File: config.mk
export PLATFORM = sky130hd
export DESIGN_NAME = cable_marker
export DESIGN_NICKNAME = d
export VERILOG_FILES = /design/src/inc/cable_marker_pkg.sv /design/src/logic/pin_sync.sv /design/src/logic/cable_marker.sv
export SDC_FILE = /design/constraint.sdc
export NUM_CORES = 1
export LEC_CHECK = 0
export BUFFER_PORTS_ARGS = -buffer_cell sky130_fd_sc_hd__buf_4
export CAP_MARGIN = 20
export CORE_MARGIN = 2
export CORE_UTILIZATION = 46
export DETAILED_ROUTE_END_ITERATION = 12
export GPL_TIMING_DRIVEN = 0
export PLACE_DENSITY = 0.67
export SLEW_MARGIN = 10
export SYNTH_ARGS = -nofsm -noshare
export SYNTH_HDL_FRONTEND = slang
export SYNTH_SLANG_ARGS = --single-unit
File: constraint.sdc
create_clock -name mclk -period 2.2 [get_ports mclk]
set_clock_uncertainty 0.15 [all_clocks]
set_input_delay 0.11 -clock mclk [delete_from_list [all_inputs] [get_ports mclk]]
set_output_delay 0.11 -clock mclk [all_outputs]
set_load 0.005 [all_outputs]
File: src/inc/cable_marker_pkg.sv
package cable_marker_pkg;

	// Clock rate of mclk
	localparam int unsigned MCLK_HZ              = 40_000_000;
	localparam int unsigned HZ_PER_KHZ           = 1000;

	// Longest boot time vconn_stable_time, in milliseconds
	localparam int unsigned VCONN_STABLE_TIME_MS = 50;

	// Longest time rounds down to whole cycles
	localparam int unsigned VCONN_STABLE_CYCLES  =
		(MCLK_HZ / HZ_PER_KHZ) * VCONN_STABLE_TIME_MS;

	// Synchroniser reset level
	localparam logic        SYNC_RESET_VAL       = 1'b0;

	// Marker connection states
	typedef enum logic [1:0] {
		CABLE_POWER_ON,
		UNASSIGNED_SOP,
		ASSIGN_SOP1,
		ASSIGN_SOP2
	} cable_state_e;

endpackage

File: src/logic/pin_sync.sv
`timescale 1ns/1ps
`default_nettype none
module pin_sync
	import cable_marker_pkg::*;
#(
	parameter int unsigned WIDTH = 1
)
(
	// Clock, reset and enable
	input  wire logic             mclk,
	input  wire logic             rst_n,
	input  wire logic             clk_en,
	// Asynchronous inputs and their synchronised copies
	input  wire logic [WIDTH-1:0] async_in,
	output logic      [WIDTH-1:0] sync_out
);

	typedef struct packed {
		logic [WIDTH-1:0] meta;
		logic [WIDTH-1:0] sync;
	} sync_s;

	sync_s sy_reg;
	sync_s sy_next;

	// Two stages; only the second stage reads the first
	always_comb
	begin
		sy_next.meta = async_in;
		sy_next.sync = sy_reg.meta;
	end

	// Both stages freeze with the enable; a pin pulse that starts and ends while it is low is missed
	always_ff @(posedge mclk or negedge rst_n)
	begin
		if (!rst_n)
		begin
			sy_reg <= {(2 * WIDTH){SYNC_RESET_VAL}};
		end
		else if (clk_en)
		begin
			sy_reg <= sy_next;
		end
	end

	// Logic only ever sees the settled second stage
	assign sync_out = sy_reg.sync;

endmodule
`default_nettype wire

File: src/logic/cable_marker.sv
`timescale 1ns/1ps
`default_nettype none
module cable_marker
	import cable_marker_pkg::*;
#(
	parameter bit          ACTIVE_CABLE  = 1'b1,
	parameter bit          SOP2_SUPPORT  = 1'b1,
	parameter int unsigned STABLE_CYCLES = VCONN_STABLE_CYCLES
)
(
	// Clock, reset and enable
	input  wire logic   mclk,
	input  wire logic   rst_n,
	input  wire logic   clk_en,
	// Analog sense pins, asynchronous
	input  wire logic   vconn_local_pin,
	input  wire logic   vconn_remote_pin,
	input  wire logic   vconn_low_pin,
	input  wire logic   por_pin,
	// Events from on-chip logic, same clock
	input  wire logic   boot_done,
	input  wire logic   hard_reset_seen,
	input  wire logic   cable_reset_seen,
	// Incoming message from the PD receiver
	input  wire logic   msg_valid,
	input  wire logic   msg_to_sop1,
	input  wire logic   msg_to_sop2,
	// Message answer decision, one-cycle pulses
	output logic        msg_ack,
	output logic        msg_drop,
	// Termination and address enables
	output logic        ra_en,
	output logic        sop1_en,
	output logic        sop2_en,
	// Present state
	output var cable_state_e cable_state
);

	localparam int unsigned CNT_W = $clog2(STABLE_CYCLES + 1);
	localparam logic [CNT_W-1:0] CNT_ZERO = '0;
	localparam logic [CNT_W-1:0] CNT_ONE  = CNT_W'(1);
	localparam logic [CNT_W-1:0] CNT_LAST = CNT_W'(STABLE_CYCLES - 1);

	typedef struct packed {
		cable_state_e     state;
		logic [CNT_W-1:0] boot_cnt;
		logic             ra_en;
		logic             sop1_en;
		logic             sop2_en;
		logic             ack;
		logic             drop;
	} marker_s;

	marker_s st_reg;
	marker_s st_next;

	logic [3:0] pins_sync;
	logic       vconn_local;
	logic       vconn_remote;
	logic       vconn_low;
	logic       por_evt;
	logic       vconn_any;
	logic       link_reset;
	logic       drop_power;
	logic       msg_ok;

	// Pins are synchronised before any logic looks at them
	pin_sync #(
		.WIDTH    (4)
	) u_sync (
		.mclk     (mclk),
		.rst_n    (rst_n),
		.clk_en   (clk_en),
		.async_in ({por_pin, vconn_low_pin, vconn_remote_pin,
			vconn_local_pin}),
		.sync_out (pins_sync)
	);

	// Separate local and remote VCONN sense
	assign vconn_local  = pins_sync[0];
	assign vconn_remote = pins_sync[1];
	assign vconn_low    = pins_sync[2];
	assign por_evt      = pins_sync[3];

	// A passive cable only ever sees VCONN from its own plug
	assign vconn_any  = vconn_local | (ACTIVE_CABLE & vconn_remote);
	assign link_reset = hard_reset_seen | cable_reset_seen;
	assign drop_power = vconn_low | por_evt;

	// Next state and registered outputs
	always_comb
	begin
		st_next      = st_reg;
		st_next.ack  = 1'b0;
		st_next.drop = 1'b0;
		msg_ok       = 1'b0;
		case (st_reg.state)
			CABLE_POWER_ON:
			begin
				// Boot timer only runs while powered
				if (!vconn_any)
				begin
					st_next.boot_cnt = CNT_ZERO;
				end
				else if (boot_done || st_reg.boot_cnt >= CNT_LAST)
				begin
					// Timer forces the exit if boot overruns
					st_next.boot_cnt = CNT_ZERO;
					st_next.state = ACTIVE_CABLE ? UNASSIGNED_SOP
						: ASSIGN_SOP1;
				end
				else
				begin
					st_next.boot_cnt = st_reg.boot_cnt + CNT_ONE;
				end
			end
			UNASSIGNED_SOP:
			begin
				// Losing power wins over any assignment
				if (drop_power)
				begin
					st_next.state = CABLE_POWER_ON;
				end
				else if (vconn_local && !vconn_remote)
				begin
					st_next.state = ASSIGN_SOP1;
				end
				else if (vconn_remote && !vconn_local && SOP2_SUPPORT)
				begin
					st_next.state = ASSIGN_SOP2;
				end
				else
				begin
					st_next.state = UNASSIGNED_SOP;
				end
			end
			ASSIGN_SOP1:
			begin
				msg_ok = msg_to_sop1;
				if (drop_power)
				begin
					st_next.state = CABLE_POWER_ON;
				end
				else if (link_reset)
				begin
					st_next.state = ACTIVE_CABLE ? UNASSIGNED_SOP
						: CABLE_POWER_ON;
				end
			end
			ASSIGN_SOP2:
			begin
				msg_ok = msg_to_sop2;
				if (drop_power)
				begin
					st_next.state = CABLE_POWER_ON;
				end
				else if (link_reset)
				begin
					st_next.state = UNASSIGNED_SOP;
				end
			end
			default:
			begin
				st_next.state    = CABLE_POWER_ON;
				st_next.boot_cnt = CNT_ZERO;
			end
		endcase
		// Early messages are dropped, never answered
		st_next.ack  = msg_valid & msg_ok;
		st_next.drop = msg_valid & ~msg_ok;
		// Full Ra only while booting or unpowered
		st_next.ra_en   = (st_next.state == CABLE_POWER_ON) | ~vconn_any;
		st_next.sop1_en = (st_next.state == ASSIGN_SOP1);
		st_next.sop2_en = (st_next.state == ASSIGN_SOP2);
	end

	// State register; Ra is on out of reset since nothing is powered yet
	always_ff @(posedge mclk or negedge rst_n)
	begin
		if (!rst_n)
		begin
			st_reg.state    <= CABLE_POWER_ON;
			st_reg.boot_cnt <= CNT_ZERO;
			st_reg.ra_en    <= 1'b1;
			st_reg.sop1_en  <= 1'b0;
			st_reg.sop2_en  <= 1'b0;
			st_reg.ack      <= 1'b0;
			st_reg.drop     <= 1'b0;
		end
		else if (clk_en)
		begin
			st_reg <= st_next;
		end
	end

	// Outputs straight from flops
	assign msg_ack     = st_reg.ack;
	assign msg_drop    = st_reg.drop;
	assign ra_en       = st_reg.ra_en;
	assign sop1_en     = st_reg.sop1_en;
	assign sop2_en     = st_reg.sop2_en;
	assign cable_state = st_reg.state;
endmodule
`default_nettype wire

* Yosys cells after proc, flatten, opt, wreduce, memory -nomap -nowiden
Index checks and enable logic that the tools add are counted.
** Word-level totals
- Register bits :: 36
- Logic and storage cells :: 44
- Output and inout bits :: 7
- Bits in latches :: 0
- Bits in read-only memories :: 0
- Input bits :: 13
- Bits in writable memories :: 0
- Memories :: 0
** Operators by class
- Shift-type cells :: 0
- Reduce and logical (&&, ||, !) cells :: 9
- Multipliers :: 0
- Equality and inequality tests :: 5
- Bitwise operators :: 8
- Divide/modulo/power cells :: 0
- Muxes and demuxes :: 11
- $add $sub $neg :: 1
- Order comparisons :: 1
** Operator list (number)
- 21-bit two-way mux :: 2
- 21-bit by 1-bit adder with 21-bit output, second input constant :: 1
- 21-bit greater-or-equal comparator, second input constant :: 1
- 2-bit two-way mux :: 7
- 2-bit == test, second input constant :: 4
- 2-bit case mux with 3 select lines :: 1
- 2-bit logical NOT :: 2
- 1-bit OR :: 4
- 1-bit bitwise AND :: 2
- 2-bit by 1-bit == test with 1-bit output, second input constant :: 1
- 1-bit logical AND :: 2
- 1-bit logical NOT :: 2
- 1-bit NOT :: 2
- 1-bit case mux with 2 select lines :: 1
- 2-bit AND reduction :: 1
- 2-bit OR reduction :: 1
- 1-bit logical OR :: 1

* Logic depth before layout (Yosys ltp)
Gate-level depths: netlist (run 1).
- Depth after elaboration :: 8
- Depth in mapped cells :: 8
- Depth with buffers taken out :: 7

* Hierarchy
From an unflattened synthesis (run 1), not the netlist that was laid out.
** Second synthesis, totals
- Cells, all modules :: 205
- Area, all modules :: 1920.6 µm²
** Modules (own cells, without submodules)
- cable_marker :: cells an instance 188, seq. area each 701.9 µm², area an instance 1589.0 µm², times used 1
- pin_sync :: cells an instance 17, seq. area each 200.2 µm², area an instance 331.6 µm², times used 1

* Worst setup path before layout (run 1)
OpenSTA, ideal clock, no wires.
- Kind :: reg-to-reg
- From :: reg st_reg[16] (netlist bit)
- To :: reg, netlist name ra_en
- Arrival :: 2123 ps
- Setup time :: 77 ps
- Stages on the path, launching flop included :: 6
- Slack :: -149 ps
- Cells stage by stage :: dfrtp_1 -> or4_1 -> nand3b_4 -> or3_1 -> a2111o_1 -> a21o_1
** Between the ends
- Cells in the longest elaborated chain, start to end :: 7
** Ends and longest elaborated chain
- start: declaration :: line cable_marker.sv:54 : marker_s st_reg;
- start signal: assignment :: line cable_marker.sv:192 : st_reg <= st_next;
- 21-bit greater-or-equal comparator :: line cable_marker.sv:105 : else if (boot_done || st_reg.boot_cnt >= CNT_LAST)
- 1-bit logical OR :: line cable_marker.sv:105
- 2-bit two-way mux :: line cable_marker.sv:105
- 2-bit two-way mux :: line cable_marker.sv:101 : if (!vconn_any)
- 2-bit case mux with 3 select lines :: line cable_marker.sv:97 : case (st_reg.state)
- 2-bit logical NOT :: line cable_marker.sv:172 : st_next.ra_en = (st_next.state == CABLE_POWER_ON) | ~vconn_any;
- 1-bit OR :: line cable_marker.sv:172
No other way between the ends.
A chain may end at the register's enable or synchronous reset.

* Final worst setup path (run 1)
- From :: reg st_reg[22] (netlist bit)
- To :: reg, netlist name ra_en
** Between the ends
- Cells in the longest elaborated chain, start to end :: 7
** Ends and longest elaborated chain (line)
- 21-bit greater-or-equal comparator :: cable_marker.sv:105
- 1-bit logical OR :: cable_marker.sv:105
- 2-bit two-way mux :: cable_marker.sv:105
- 2-bit two-way mux :: cable_marker.sv:101
- 2-bit case mux with 3 select lines :: cable_marker.sv:97
- 2-bit logical NOT :: cable_marker.sv:172
- 1-bit OR :: cable_marker.sv:172
No other way between the ends.

==> summary.md, run 1 <==
| Metric | Value |
|---|---|
| Max Freq | `421.1 MHz` |
| Initial DRC Count | `147` |
| Core Util, Final | `between 60% and 70%` |
| PnR worst setup slack | `-174.5 ps` |
| R2r endpoint | `ra_en$_DFFE_PN1P_` |
| Die Span Y | `70.18 µm` |
| Seq pwr share | `42.7%` |
| Placed instance area | `approximately 2300 µm²` |
| Min Tclk post-route | `2374 ps` |
| TritonCTS Buffers | `5` |
| Power per Cell Area | `678.1 nW/µm²` |
| FF/Latch Area | `909.6 µm²` |
| Synth area leader | `dfrtp_1` |
| Tot Pwr | `~2 mW` |
| CP Launch Type | `flop` |
| Int Pwr | `roughly 1.4 mW` |
| Synth top cells by count | `dfrtp_1 (35), nand2_1 (25), inv_1 (14), nor2_1 (14), nand3_1 (12)` |
| Clock Tree Root | `clkbuf_8` |
| Die ar. | `4925 µm²` |
| Hold Path Depth | `4` |
| Hold endpoint | `msg_ack$_DFFE_PN0P_` |
| Largest net degree at the start of global routing | `37` |
| Number of synthesized flops with an enable pin | `0` |
| # diodes | `0` |
| Fin area | `2903 µm²` |
| Least-Margin Pin Slew | `885.1 ps` |
| Most common cell in the netlist | `dfrtp_1` |
| Area fraction of the dominant cell type after synthesis | `43.48%` |
| Initial Utilization | `46.91%` |
| Layout cells sized above 1 | `40.45%` |
| Logic pwr share | `24.2%` |
| Synth Net Count | `233` |
| Routability cong. | `0.8371` |
| Buffers on Ports | `19` |
| Wirelength, routed | `5666 µm` |
| Via count | `1907` |
| Post-Syn Instances | `217` |
| Yosys warnings | `0` |
| Clock share of power | `33.1%` |
| R2R Path Start | `st_reg[22]$_DFFE_PN0P_` |
| CP endpoint kind | `flop` |
| Synth-to-layout area growth | `44.10%` |
| Grt total ovfl | `0` |
| Final-stage net count | `282` |
| Chip width | `~70 µm` |
| Drt via density | `~6.0` |
| Final Hold Viols | `0` |
| Reg clk slew, reported paths | `~80 ps` |
| Fill cells | `316` |
| # DRC | `0` |
| Routed length per instance | `approximately 18 µm` |
| Row count | `24` |
| Worst Path Arrival | `roughly 2500 ps` |
| DP HPWL | `3196 µm` |
| Min-delay worst type | `primary input to flop` |
| Final hold slack | `96.70 ps` |
| Fin crit share | `107.9%` |
| Status | `complete, but fails checks` |
| Router iterations before antenna repair | `4` |
| Core area | `around 4300 µm²` |
| Crit Path Class | `flop to flop` |
| Final Setup Violations | `23` |
| Global-route wire length before repair | `between 8000 and 9000 µm` |
| Final non-filler cell total | `319` |
| Hold path start | `msg_to_sop1` |
| Slew Limit Fails | `0` |
| Slew Limit Headroom | `roughly two fifths` |
| Crit-path max FO | `5` |
| Multi-input logic area | `1275 µm²` |
| Largest cells by area after synthesis | `dfrtp_1 (43%), nand2_1 (4.7%), mux2_2 (4.5%)` |
| Max Root-Sink Buffers | `2` |
| Worst vdd ir | `roughly 0.00052 V` |
| Max reg flops | `21` |
| WP data required | `2280 ps` |
| RSZ-0062 raised after global routing | `true` |
| Gr usage total | `21.87%` |
| Sequential area share after synthesis | `44.78%` |
| Post-synth ARST share | `between 90% and 100%` |
| Synthesis-stage register bit count | `36` |
| H-tree depth | `2` |
| Vias in the first global route | `1770` |
| Mapped cell area | `2014 µm²` |
| CTS tree | `yes` |
| Worst Reg-to-Reg Cells | `5` |
| Leak | `1.189 nW` |
| P_sw | `about 0.6 mW` |
| Initial antenna violation count | `0` |
| Placed insts | `around 290` |
| MaxCap Viol Count | `0` |
| FF-to-FF setup slack | `-170 ps` |
| Post-synth top flop | `dfrtp_1` |
| Violated checks | `setup timing` |
| Clock Sinks | `36` |
| Avg Cell Area, Syn | `9.283 µm²` |
| Top Ports | `20` |
| Worst skew pair latency | `290 ps` |
| Post-DRT Antenna Nets | `0` |
| Synth unique cells | `44` |
| Sw Ratio | `between 30% and 40%` |
-- metal layers --
layer	part of all wire, %	vias up	routed length (µm)	track usage, %
li1	-	911	-	-
met1	45	940	2566	30.07
met2	49	45	2749	35.34
met3	3.8	11	217	4.473
met4	2.3	0	133	5.769
met5	0	-	0	0
-- repair_timing --
| action | in CTS | in global routing |
|---|---|---|
| pin swaps | 11 | 10 |
| setup endpoints to repair | 24 | 24 |
| hold buffers | 6 | 0 |
| gates resized for setup | 29 | 26 |
| hold endpoints to repair | 42 | 0 |
| setup buffers | 15 | 3 |
| gates cloned | 0 | 1 |
-- power by group through the flow --
| stage | sequential (mW) | combinational (mW) | clock [mW] |
|---|---|---|---|
| 5_1_grt | 0.852 | 0.524 | 0.681 |
| 6_report | 0.841 | 0.477 | 0.651 |
| 3_3_place_gp | 0.820 | 0.336 | 0 |
| 3_5_place_dp | 0.825 | 0.338 | 0 |
| 4_1_cts | 0.823 | 0.396 | 0.661 |
| 2_1_floorplan | 0.809 | 0.231 | 0 |
-- stage by stage --
step | setup WS (ps) | TNS [ps]
6_report | -174.5 | -2412
5_1_grt | -201.5 | -3453
4_1_cts | -116.8 | -979.4
3_5_place_dp | -384.0 | -5996
3_3_place_gp | -399.2 | -6118
2_1_floorplan | -64.68 | -494.2
-- layout by cell type (no fill, tap or decap), types with 3 or more instances in the layout --
| cell | instances |
|---|---|
| dfrtp_1 | 29 |
| clkbuf_8 | 7 |
| a21o_1 | 4 |
| nor3_1 | 6 |
| clkbuf_1 | 3 |
| dlygate4sd3_1 | 6 |
| inv_1 | 14 |
| o22ai_1 | 3 |
| nand2_1 | 23 |
| nand4_1 | 10 |
| mux2_2 | 8 |
| nor2_1 | 12 |
| or4_4 | 4 |
| a31o_4 | 5 |
| o21ai_0 | 4 |
| a31oi_4 | 3 |
| a22o_1 | 3 |
| nand3_1 | 10 |
| nor4_1 | 3 |
| o311ai_1 | 4 |
| dfrtp_2 | 6 |
| buf_6 | 3 |
| buf_4 | 36 |
| a21oi_1 | 4 |
-- worst max-delay path by stage --
stage,startpoint,end,slack (ps),cells past startpoint
finish,st_reg[22]$_DFFE_PN0P_,ra_en$_DFFE_PN1P_,-170,5
detailed placement,st_reg[17]$_DFFE_PN0P_,st_reg[22]$_DFFE_PN0P_,-380,5
floorplan,st_reg[17]$_DFFE_PN0P_,st_reg[24]$_DFFE_PN0P_,-60,5
CTS,st_reg[17]$_DFFE_PN0P_,ra_en$_DFFE_PN1P_,-120,5
global route,st_reg[24]$_DFFE_PN0P_,ra_en$_DFFE_PN1P_,-200,5
global placement,st_reg[17]$_DFFE_PN0P_,st_reg[16]$_DFFE_PN0P_,-400,5
-- kinds of logic (layout without fill, tap and decap cells) --
kind of cell / after synthesis / in the layout / share of synthesized area, %
mux: 10 / 10 / 5.466
compound gates: 50 / 50 / 18.08
fa+ha+maj: 3 / 3 / 1.864
buf+inv: 26 / 76 / 5.590
simple gates: 92 / 92 / 24.22
flops: 36 / 36 / 44.78
-- critical path, cell delays in order, from the launching register on --
cell and delay [ps]:
dfrtp_1 430, nand4_1 180, or4_4 500, or3_4 410
a2111o_1 450, a21o_1 190
-- cell type report --
type	count	area share, %
plain buffers	10	3.147
clock buffers	7	3.319
clock inverters	1	1.034
inverters	14	1.810
multi-input cells	155	43.92
flip-flops and latches	36	31.34
well taps	52	2.241
repair buffers	44	13.19
(Power assumes the default switching activity.)
==> inputs of run 2 (changes only) <==
--- a/config.mk
+++ b/config.mk
@@ -8,10 +8,10 @@
 export BUFFER_PORTS_ARGS = -buffer_cell sky130_fd_sc_hd__buf_4
 export CAP_MARGIN = 20
 export CORE_MARGIN = 2
-export CORE_UTILIZATION = 46
+export CORE_UTILIZATION = 38
 export DETAILED_ROUTE_END_ITERATION = 12
 export GPL_TIMING_DRIVEN = 0
-export PLACE_DENSITY = 0.67
+export PLACE_DENSITY = 0.57
 export SLEW_MARGIN = 10
 export SYNTH_ARGS = -nofsm -noshare
 export SYNTH_HDL_FRONTEND = slang
==> run 2 against run 1 <==
Compared with the run above: the run still ends with setup timing left; hold slack lost 0.75 ps; global-route usage shrank 3.0 points; non-clock buffer count decreased by 4; flip-flop and latch count stayed put; worst setup slack improved by 64 ps; maximum frequency is 2.8% higher; sequential power fell by 2%; sequential share of layout area is 0.97 points higher; critical path depth is 2 higher; cell count increased by 4.4%; design area decreased by 3.3%; power decreased by 4.6%; largest cell class unchanged; largest power group unchanged.
==> summary.md, run 2 (synthesis results as in run 1) <==
| Metric | Value |
|---|---|
| Drt via density | `5.637` |
| Slew Limit Fails | `0` |
| Layout cells sized above 1 | `between 30% and 40%` |
| CTS tree | `yes` |
| Core area | `5107 µm²` |
| Sw Ratio | `a little under a third` |
| Violated checks | `setup timing` |
| Slew Limit Headroom | `61.82%` |
| Worst slack, placed | `-409.3 ps` |
| Placed instance area | `2310 µm²` |
| RSZ-0062 raised after global routing | `true` |
| Leak | `1.143 nW` |
| Final-stage net count | `278` |
| Power per Cell Area | `668.6 nW/µm²` |
| Largest net degree at the start of global routing | `37` |
| Synth-to-layout area growth | `39.38%` |
| Clock Sinks | `36` |
| Routed length per instance | `between 15 and 20 µm` |
| Initial DRC Count | `149` |
| Router iterations before antenna repair | `4` |
| Routability cong. | `0.8719` |
| Global-route wire length before repair | `8832 µm` |
| Max Root-Sink Buffers | `2` |
| Worst vdd ir | `0.0005295 V` |
| Gr usage total | `18.91%` |
| Wirelength, routed | `5222 µm` |
| Fin crit share | `105.0%` |
| Via count | `1877` |
| Chip width | `76.81 µm` |
| Crit-path max FO | `6` |
| Final Hold Viols | `0` |
| Max reg flops | `21` |
| Worst skew pair latency | `300 ps` |
| Max Freq | `432.8 MHz` |
| Status | `complete, but fails checks` |
| Clock share of power | `31.4%` |
| Die ar. | `5900 µm²` |
| # diodes | `0` |
| Post-DRT Antenna Nets | `0` |
| Top Ports | `20` |
| Die Span Y | `76.81 µm` |
| Seq pwr share | `44.0%` |
| Min-delay worst type | `primary input to flop` |
| Clock Tree Root | `clkbuf_8` |
| Int Pwr | `1.305 mW` |
| # DRC | `0` |
| Vias in the first global route | `1818` |
| Fin area | `2808 µm²` |
| Grt total ovfl | `0` |
| WP data required | `2280 ps` |
| Logic pwr share | `24.6%` |
| Buffers on Ports | `19` |
| DP HPWL | `~3300 µm` |
| Min Tclk post-route | `between 2000 and 2500 ps` |
| CP Launch Type | `flop` |
| Final Setup Violations | `23` |
| Most frequent cells in the layout | `buf_4 (31), dfrtp_1 (31), nand2_1 (23)` |
| Tot Pwr | `1.877 mW` |
| Reg clk slew, reported paths | `70 ps` |
| P_sw | `0.5719 mW` |
| Row count | `26` |
| Initial antenna violation count | `0` |
| MaxCap Viol Count | `0` |
| TritonCTS Buffers | `5` |
| PnR worst setup slack | `-110.5 ps` |
| Crit Path Class | `flop to flop` |
| Initial Utilization | `about two fifths` |
| Least-Margin Pin Slew | `572.7 ps` |
| CP endpoint kind | `flop` |
| Worst Path Arrival | `2390 ps` |
| H-tree depth | `2` |
run 2: timing repair:
item | CTS | global route
setup endpoints to repair | 24 | 24
pin swaps | 13 | 5
gates resized for setup | 33 | 9
buffers inserted | 12 | 1
hold buffers | 6 | 0
cloned | 0 | 1
endpoints found under the hold margin | 42 | 0
run 2: cell type report:
| type | instances | area [µm²] |
|---|---|---|
| buffer | 11 | 88.84 |
| clock buffer | 5 | 68.82 |
| clock inverter | 3 | 42.54 |
| fill | 471 | 2300 |
| inverter | 14 | 52.55 |
| multi-input combinational | 155 | 1206 |
| sequential | 36 | 907.1 |
| tap | 70 | 87.58 |
| timing repair buffer | 39 | 354.1 |
run 2: path summary, 6_finish.rpt:
path | startpoint | endpoint | slack, ps | cells after the start
min in group asynchronous | rst_n | st_reg[14]$_DFFE_PN0P_ | 150 | 2
worst min register to register | u_sync.sy_next[0]$_DFFE_PN0P_ | u_sync.sync_out[0]$_DFFE_PN0P_ | 350 | 2
worst min-delay path | clk_en | cable_state[0]$_DFFE_PN0P_ | 100 | 3
worst max-delay path | st_reg[19]$_DFFE_PN0P_ | st_reg[16]$_DFFE_PN0P_ | -110 | 7
worst max register to register | st_reg[19]$_DFFE_PN0P_ | st_reg[16]$_DFFE_PN0P_ | -110 | 7
max in group asynchronous | rst_n | st_reg[16]$_DFFE_PN0P_ | 1380 | 2
run 2: per-stage QoR:
step / hold WS (ps) / TNS, ps / std cells / utilization, %
after floorplan: -335.6 / -494.2 / 217 / -
after global placement: -44.79 / -6232 / 306 / 45.22
after detailed placement: -44.30 / -6521 / 306 / 45.22
after CTS: 92.47 / -1270 / 331 / 53.65
after global routing: 118.5 / -2973 / 333 / 54.97
final: 95.95 / -1574 / 333 / 54.97
run 2: critical path: stages (launching register included):
cell,delay [ps]
dfrtp_1,390
or4_4,540
or4_4,470
o311ai_4,110
buf_6,190
buf_12,130
a31o_4,130
a22o_1,130
run 2: power by group through the flow:
stage	Sequential [mW]	Combinational (mW)	Clock [mW]
2_1_floorplan	0.809	0.231	0
3_3_place_gp	0.823	0.338	0
3_5_place_dp	0.825	0.341	0
4_1_cts	0.823	0.425	0.608
5_1_grt	0.838	0.516	0.644
6_report	0.825	0.463	0.589
run 2: routing by layer:
layer / track usage, % / wire (µm)
met3: 3.882 / 200
met5: 0 / 0
met4: 6.182 / 63
met1: 25.30 / 2409
met2: 30.61 / 2549
